===== src/irc_defs.vh =====
`ifndef IRC_DEFS_VH
`define IRC_DEFS_VH
// Character layout: {word_mark, check, B, A, 8, 4, 2, 1}
`define IRC_CH_WM 7
`define IRC_CH_B 5
`define IRC_CH_A 4
`define IRC_CH_NU_HI 3
// Ring width (op position plus up to eleven later characters)
`define IRC_RING_W 12
// Op-code classes: bit0 valid, bit1 input-output, bit2 all-four, bit3 a+c, bit4 c-only
`define IRC_GRP_W 5
`define IRC_GRP_IO 1
`define IRC_GRP_ALL 2
`define IRC_GRP_AC 3
`define IRC_GRP_C 4
// Legal length masks, bit n set means an n-character word is allowed
`define IRC_LEN_IO 12'h441
`define IRC_LEN_ALL 12'h8b3
`define IRC_LEN_AC 12'h8b3
`define IRC_LEN_C 12'h063
// Operation codes used by the decoder (six-bit BA8421 form)
`define IRC_OP_IO_A 6'h21
`define IRC_OP_IO_B 6'h22
`define IRC_OP_ALL_A 6'h31
`define IRC_OP_ALL_B 6'h32
`define IRC_OP_AC 6'h14
`define IRC_OP_C 6'h11
`endif


===== src/irc_top.v =====
`timescale 1ns/100ps
`default_nettype none
`include "irc_defs.vh"
// Summary of operation
// - First character of an instruction is op code and must carry word mark.
// - Invalid op code raises instruction check and halts the processor.
// - Input-output op code routes the character after the op code to the unit-select register.
// - Grouping picks first-address load: all four, first and third, or third only.
// - Zones over ten-thousands, thousands or units digit raise address check.
// - Zones over hundreds and tens digits load index tag latches.
// - Word length not permitted for op code raises instruction check.
// - Read-out normally starts from final execute cycle of previous operation.
// - Final execute cycle sets cycle and ring control at late clock point.
// - Indexing suspends read-out, modifies one address register, then resumes.
// - Later characters go to the register chosen by the op code decode.
// - Decode yields shared grouping lines for read-out and execution.
module irc_top (
  // Clock and reset
  input wire mclk,
  input wire reset,
  // Sequencing from execution control
  input wire last_exec_cycle,
  input wire late_cycle_clock_point,
  // Character storage
  input wire char_valid,
  input wire [7:0] char_in,
  output reg char_req_ff,
  // Indexing unit
  input wire index_done,
  output reg index_req_ff,
  output reg [3:0] index_tag_ff,
  // Outputs to execution
  output reg [5:0] op_reg_ff,
  output reg [`IRC_GRP_W-1:0] op_group_ff,
  output reg [5:0] io_select_ff,
  output reg [19:0] first_operand_addr_reg_ff,
  output reg [19:0] second_addr_reg_ff,
  output reg [19:0] third_addr_reg_ff,
  output reg [19:0] fourth_addr_reg_ff,
  output reg [5:0] modifier_ff,
  output reg [`IRC_RING_W-1:0] ring_ff,
  output reg i_cycle_ff,
  output reg readout_done_ff,
  output reg instr_check_ff,
  output reg addr_check_ff
);

// ==========================================
// Decode
function [`IRC_GRP_W-1:0] op_decode;
  input [5:0] op;
  begin
    case (op)
      `IRC_OP_IO_A, `IRC_OP_IO_B: op_decode = 5'h03;
      `IRC_OP_ALL_A, `IRC_OP_ALL_B: op_decode = 5'h05;
      `IRC_OP_AC: op_decode = 5'h09;
      `IRC_OP_C: op_decode = 5'h11;
      default: op_decode = 5'h00;
    endcase
  end
endfunction

function len_ok;
  input [`IRC_GRP_W-1:0] grp;
  input [3:0] len;
  reg [11:0] m;
  begin
    m = grp[`IRC_GRP_IO] ? `IRC_LEN_IO : grp[`IRC_GRP_C] ? `IRC_LEN_C :
        grp[`IRC_GRP_AC] ? `IRC_LEN_AC : `IRC_LEN_ALL;
    // Words longer than the ring can hold are never a legal length
    len_ok = (len < 4'hc) ? m[len] : 1'b0;
  end
endfunction

// ==========================================
// Sequencer
localparam S_IDLE = 4'h1;
localparam S_READ = 4'h2;
localparam S_INDEX = 4'h4;
localparam S_HALT = 4'h8;

reg [3:0] state_ff;
reg [3:0] count_ff;
reg [3:0] digit_ff;
reg [1:0] addr_sel_ff;
reg [19:0] addr_acc_ff;
reg zone_hold_ff;

wire [5:0] ch6 = char_in[5:0];
wire has_wm = char_in[`IRC_CH_WM];
wire has_zone = char_in[`IRC_CH_B] | char_in[`IRC_CH_A];
wire [`IRC_GRP_W-1:0] grp_now = op_decode(ch6);
wire [19:0] acc_next = {addr_acc_ff[15:0], char_in[`IRC_CH_NU_HI:0]};
wire take = char_valid & char_req_ff;

always @(posedge mclk or posedge reset) begin
  if (reset) begin
    state_ff <= S_IDLE;
    char_req_ff <= 1'b0;
    index_req_ff <= 1'b0;
    index_tag_ff <= 4'h0;
    op_reg_ff <= 6'h00;
    op_group_ff <= 5'h00;
    io_select_ff <= 6'h00;
    first_operand_addr_reg_ff <= 20'h00000;
    second_addr_reg_ff <= 20'h00000;
    third_addr_reg_ff <= 20'h00000;
    fourth_addr_reg_ff <= 20'h00000;
    modifier_ff <= 6'h00;
    ring_ff <= 12'h000;
    i_cycle_ff <= 1'b0;
    readout_done_ff <= 1'b0;
    instr_check_ff <= 1'b0;
    addr_check_ff <= 1'b0;
    count_ff <= 4'h0;
    digit_ff <= 4'h0;
    addr_sel_ff <= 2'h0;
    addr_acc_ff <= 20'h00000;
    zone_hold_ff <= 1'b0;
  end else begin
    readout_done_ff <= 1'b0;
    case (state_ff)
      S_IDLE: begin
        if (last_exec_cycle & late_cycle_clock_point) begin
          state_ff <= S_READ;
          i_cycle_ff <= 1'b1;
          ring_ff <= 12'h001;
          char_req_ff <= 1'b1;
          count_ff <= 4'h0;
          digit_ff <= 4'h0;
          addr_sel_ff <= 2'h0;
          index_tag_ff <= 4'h0;
        end
      end
      S_READ: begin
        if (take) begin
          if (count_ff == 4'h0) begin
            op_reg_ff <= ch6;
            op_group_ff <= grp_now;
            if (~has_wm | ~grp_now[0]) begin
              instr_check_ff <= 1'b1;
              state_ff <= S_HALT;
              char_req_ff <= 1'b0;
            end
            count_ff <= 4'h1;
            ring_ff <= {ring_ff[10:0], 1'b0};
          end else if (has_wm) begin
            // Word mark on a later character starts the next instruction: end here
            char_req_ff <= 1'b0;
            ring_ff <= 12'h000;
            i_cycle_ff <= 1'b0;
            if (~len_ok(op_group_ff, count_ff)) begin
              instr_check_ff <= 1'b1;
              state_ff <= S_HALT;
            end else begin
              readout_done_ff <= 1'b1;
              state_ff <= S_IDLE;
            end
          end else begin
            count_ff <= count_ff + 4'h1;
            ring_ff <= {ring_ff[10:0], 1'b0};
            if (op_group_ff[`IRC_GRP_IO] & (count_ff == 4'h1)) begin
              io_select_ff <= ch6;
            end else begin
              addr_acc_ff <= acc_next;
              if (digit_ff == 4'h0) begin
                zone_hold_ff <= has_zone;
                // Past the first address this may be the modifier; its zones count only if a digit follows
                if (addr_sel_ff != 2'h0)
                  modifier_ff <= ch6;
              end
              if ((has_zone & ((digit_ff == 4'h1) | (digit_ff == 4'h4))) |
                  (has_zone & (digit_ff == 4'h0) & (addr_sel_ff == 2'h0)) |
                  (zone_hold_ff & (digit_ff == 4'h1))) begin
                addr_check_ff <= 1'b1;
                state_ff <= S_HALT;
                char_req_ff <= 1'b0;
              end
              if (digit_ff == 4'h2)
                index_tag_ff[3:2] <= char_in[5:4];
              if (digit_ff == 4'h3)
                index_tag_ff[1:0] <= char_in[5:4];
              if (digit_ff == 4'h4) begin
                digit_ff <= 4'h0;
                addr_sel_ff <= addr_sel_ff + 2'h1;
                if (addr_sel_ff == 2'h0) begin
                  if (op_group_ff[`IRC_GRP_ALL] | op_group_ff[`IRC_GRP_IO]) begin
                    first_operand_addr_reg_ff <= acc_next;
                    second_addr_reg_ff <= acc_next;
                    third_addr_reg_ff <= acc_next;
                    fourth_addr_reg_ff <= acc_next;
                  end else if (op_group_ff[`IRC_GRP_AC]) begin
                    first_operand_addr_reg_ff <= acc_next;
                    third_addr_reg_ff <= acc_next;
                  end else begin
                    third_addr_reg_ff <= acc_next;
                  end
                end else begin
                  second_addr_reg_ff <= acc_next;
                end
                // A zoned units digit is an address check, never an index request
                if ((index_tag_ff != 4'h0) & ~has_zone) begin
                  char_req_ff <= 1'b0;
                  index_req_ff <= 1'b1;
                  state_ff <= S_INDEX;
                end
              end else begin
                digit_ff <= digit_ff + 4'h1;
              end
            end
          end
        end
      end
      S_INDEX: begin
        // Indexing unit owns the address register until done
        if (index_done) begin
          index_req_ff <= 1'b0;
          index_tag_ff <= 4'h0;
          char_req_ff <= 1'b1;
          state_ff <= S_READ;
        end
      end
      S_HALT: begin
        // Checks hold the processor until reset
        char_req_ff <= 1'b0;
        i_cycle_ff <= 1'b0;
        ring_ff <= 12'h000;
      end
      default: state_ff <= S_IDLE;
    endcase
  end
end

endmodule // irc_top
`default_nettype wire


===== config.mk =====
export PLATFORM = sky130hd
export DESIGN_NAME = irc_top
export DESIGN_NICKNAME = d
export VERILOG_FILES = /design/src/irc_top.v
export VERILOG_INCLUDE_DIRS = /design/src
export SDC_FILE = /design/constraint.sdc
export NUM_CORES = 1
export LEC_CHECK = 0
export ABC_CLOCK_PERIOD_IN_PS = 14800
export BUFFER_PORTS_ARGS = -buffer_cell sky130_fd_sc_hd__clkbuf_2
export CELL_PAD_IN_SITES_DETAIL_PLACEMENT = 0
export CELL_PAD_IN_SITES_GLOBAL_PLACEMENT = 1
export CORE_MARGIN = 2
export CORE_UTILIZATION = 35
export DETAILED_ROUTE_END_ITERATION = 10
export GPL_TIMING_DRIVEN = 0
export PLACE_DENSITY_LB_ADDON = 0.1
export SLEW_MARGIN = 0
export SYNTH_ARGS = -nofsm -noshare
export SYNTH_HDL_FRONTEND = slang
export SYNTH_SLANG_ARGS = --single-unit

===== constraint.sdc =====
create_clock -name mclk -period 14.8 [get_ports mclk]
set_clock_uncertainty 0.15 [all_clocks]
set_input_delay 2.22 -clock mclk [delete_from_list [all_inputs] [get_ports mclk]]
set_output_delay 2.22 -clock mclk [all_outputs]
set_load 0.01 [all_outputs]

==> impl_metrics.py <==
metrics = {
    "pwr": {
        "power.density_cell_area_nw_per_um2": 147.5,
        "static-leakage-power_nw": 4.247,
        "worst_ir_drop_vdd_mv": 0.08937,
        "power.total_w": 0.001228,
    },
    "cells_and_area": {
        "n_antenna_cell": 0,
        "fill_cells": 1786,
        "synthToLayoutAreaGrowth_pct": 24.44,
        "final_net_count": 710,
        "final_cells": 935,
        "post-route-util": 0.4452,
        "design_area_um2": 8327,
        "layout-drive-gt1-share": 0.3866,
    },
    "yosys": {
        "ys_dominant_reg_cell": "dfrtp_1",
        "synth-warning-count": 0,
        "synth_xor_xnor_area_share": 0.005236,
        "synthesized_area_fraction_occupied_by_ao_oa_aoi_and_oai_cells": 0.08003,
        "synth_enable_flop_cells": 0,
        "yosys.cell_types.count": 59,
        "post_synth_fa_ha_maj_area_fraction": 0.01496,
        "synth_common_cells": "dfrtp_1, mux2_2, nand2_1",
        "synth.yosys.seq_area_share": 0.5836,
        "synth_seq_cells": 156,
        "synth_top_cells_by_area": "dfrtp_1, mux2_2, mux2_1",
        "dominant_combinational_cell_family_by_area_after_synthesis": "multiplexers",
        "post-synth-top-count-cell": "dfrtp_1",
        "async_set_or_reset_flop_fraction_in_the_synthesized_netlist": 1.000,
        "synth.area.mux_share": 0.1948,
        "synthCells": 531,
        "netlist_area_um2": 6691,
        "synth.top_cell.area_share": 0.5797,
        "synth_fp_nets": 553,
        "synth_simple_gate_area_share": 0.09592,
        "postSynthAreaPerCell_um2": 12.60,
        "netlist.top_cell.by_area": "dfrtp_1",
    },
    "run_status": {
        "status": "finished, final reports clean",
    },
    "flow_run": {
        "timing.max_cap.violations": 0,
    },
    "min_path": {
        "timing.hold.worst_path_depth": 1,
        "holdCritStartpoint": "addr_check_ff$_DFFE_PP0P_",
        "timing.hold.worst.class": "reg2reg",
        "worstHoldEndpoint": "addr_check_ff$_DFFE_PP0P_",
    },
    "clock_network": {
        "clk_latency_worst_skew_pair_ns": 0.42,
        "cts_setup_buffers": 0,
        "post_cts_hold_buffer_count": 0,
        "clock_pin_transition_on_the_worst_setup_and_hold_timing_paths_ns": 0.07,
        "cts_root_buf": "clkbuf_16",
        "clock_tree.buffer_depth": 2,
        "cts_max_level": 4,
        "tritoncts": "yes",
        "number_of_instances_resized_during_post_cts_repair": 0,
        "cts_num_sinks": 156,
        "cts-buffers-inserted": 17,
    },
    "sta": {
        "tightestPinTransition_ns": 0.8971,
        "rsz0062_at_grt": "no",
        "setup_violations": 0,
        "min_cycle_time_layout_ns": 4.069,
        "fmax_mhz": 245.8,
        "slew-limit-headroom": 0.4019,
        "timing.final.hold_violations": 0,
        "timing.setup.tns_ns": 0,
        "post-route-period-util": 0.2749,
        "timing_max_transition_violations_final": 0,
    },
    "worst_setup_path": {
        "critPathRequiredTime_ns": 14.97,
        "critPathMaxFanout": 10,
        "crit_type": "in2reg",
        "cp.arrival_ns": 4.23,
        "crit_chain": "clkbuf_2 -> clkbuf_1 -> nor3b_1 -> and3_1 -> a31oi_1 -> o21ai_0 -> o41ai_1",
        "timing.reg2reg.worst_path_depth": 8,
        "buf_inv_stages_crit_path": 2,
        "critical_path.slowest_cell": "a31oi_1",
        "critical-path-top-delay-family": "compound AO/OA/AOI/OAI gates",
        "worst_r2r_dst": "ring_ff[3]$_DFFE_PP0P_",
        "crit-reg2reg-launch": "count_ff[1]$_DFFE_PP0P_",
        "kind_of_launch_point_of_the_worst_setup_path": "primary input",
        "critical_path.endpoint_type": "flop",
        "cp_slowest_stage_delay_ns": 0.41,
        "regToRegSetupSlack_ns": 11.71,
    },
    "global_routing": {
        "first_pass_grt_wire_length_um": 27340,
        "track_usage": 0.1755,
        "maximum_number_of_pins_on_one_net_before_global_route_repair": 99,
        "global_route.overflow_total": 0,
        "grt_pass1_vias": 5001,
        "initial_antenna_violation_count": 0,
    },
    "routing": {
        "routed-wl-met2_um": 8093,
        "drcViolationCount": 0,
        "viasPerCell": 5.047,
        "post_drt_wl_per_cell_um": 17.91,
        "wl_met1_um": 7422,
        "ant_nets": 0,
        "dr.pass1.iters": 4,
        "drt_iter0_drc": 254,
        "wirelength_um": 16750,
        "met3RoutedLength_um": 909,
        "routed-via-count": 4719,
        "maxUsedRoutingLayer": "met4",
    },
    "placed_design": {
        "port_bufs": 137,
        "final_weighted_congestion_of_routability_driven_global_placement": 0.8562,
        "place.detailed.hpwl_um": 11670,
        "place_inst": 903,
        "dpl-instance-area_um2": 7702,
    },
    "floorplanning": {
        "top_level_ports": 139,
        "row_count": 50,
        "start_util": 0.3577,
        "chipWidth_um": 142.3,
        "dieArea_um2": 20240,
        "chipHeight_um": 142.3,
        "coreArea_um2": 18710,
    },
}
## sequential cells by signal, indices dropped and copies added, names as in the netlist
signal / count
first_operand_addr_reg_ff: 20
digit_ff: 4
state_ff: 4
addr_sel_ff: 2
addr_acc_ff: 16
i_cycle_ff: 1
readout_done_ff: 1
instr_check_ff: 1
index_tag_ff: 4
zone_hold_ff: 1
second_addr_reg_ff: 20
third_addr_reg_ff: 20
addr_check_ff: 1
index_req_ff: 1
char_req_ff: 1
ring_ff: 12
fourth_addr_reg_ff: 20
modifier_ff: 6
io_select_ff: 6
op_group_ff: 5
count_ff: 4
op_reg_ff: 6
## power breakdown
part           internal (W)  leakage, nW  switching [W]  total [W]
sequential         0.000464         2.15      0.0000335   0.000497
clock              0.000259        0.300       0.000200   0.000459
combinational     0.0000995         1.80       0.000172   0.000272
## cell families (layout without fill, tap and decap cells)
| family | Yosys count | count (layout) |
|---|---|---|
| mux | 116 | 116 |
| xor+xnor | 4 | 4 |
| simple gates | 125 | 125 |
| buf+inv | 43 | 213 |
| flops | 156 | 156 |
| fa+ha+maj | 8 | 8 |
| compound gates | 79 | 79 |
## worst max path at each step
stage / from / to / cells after the start
2_1_floorplan: reset / addr_acc_ff[0]$_DFFE_PP0P_ / 1
3_3_place_gp: reset / io_select_ff[5]$_DFFE_PP0P_ / 2
3_5_place_dp: char_in[2] / state_ff[3]$_DFFE_PP0P_ / 7
4_1_cts: char_in[2] / state_ff[3]$_DFFE_PP0P_ / 7
5_1_grt: char_in[2] / state_ff[3]$_DFFE_PP0P_ / 7
6_report: char_in[2] / state_ff[3]$_DFFE_PP0P_ / 7
## cell usage in the layout (no fill, tap or decap), types with 4 or more instances in the layout
cell,count
o21ai_0,28
nand2_1,47
nand2b_1,6
nor2_1,23
and3_1,4
mux2_1,30
inv_6,4
dfrtp_1,155
nand3_1,7
inv_8,5
a22o_1,4
clkbuf_16,17
buf_2,7
nand4_1,4
clkbuf_2,137
ha_1,8
clkbuf_1,21
mux2_2,84
a21oi_1,12
inv_1,13
## area by class of cell
| cell class | count | area [um^2] | area share |
|---|---|---|---|
| plain buffers | 29 | 117.6 | 0.01412 |
| clock buffers | 17 | 425.4 | 0.05109 |
| clock inverters | 15 | 198.9 | 0.02389 |
| inverters | 14 | 57.56 | 0.006912 |
| multi-input cells | 332 | 2616 | 0.3142 |
| flip-flops and latches | 156 | 3905 | 0.4690 |
| well taps | 234 | 292.8 | 0.03516 |
| repair buffers | 138 | 713.2 | 0.08565 |
## metrics by stage
step | worst slack [ns] | hold slack, ns
after floorplan | 8.225 | 0.3000
after global placement | 6.510 | 0.3032
after detailed placement | 10.29 | 0.3058
after CTS | 10.74 | 0.3243
after global routing | 10.53 | 0.3353
final | 10.73 | 0.3147
## metal layers
| metal | global-route usage | up-vias |
|---|---|---|
| met5 | 0 | - |
| met4 | 0.05421 | 0 |
| met3 | 0.05855 | 18 |
| met2 | 0.2876 | 108 |
| met1 | 0.2207 | 2382 |
| li1 | - | 2211 |
Power figures use the tool's default switching activity.
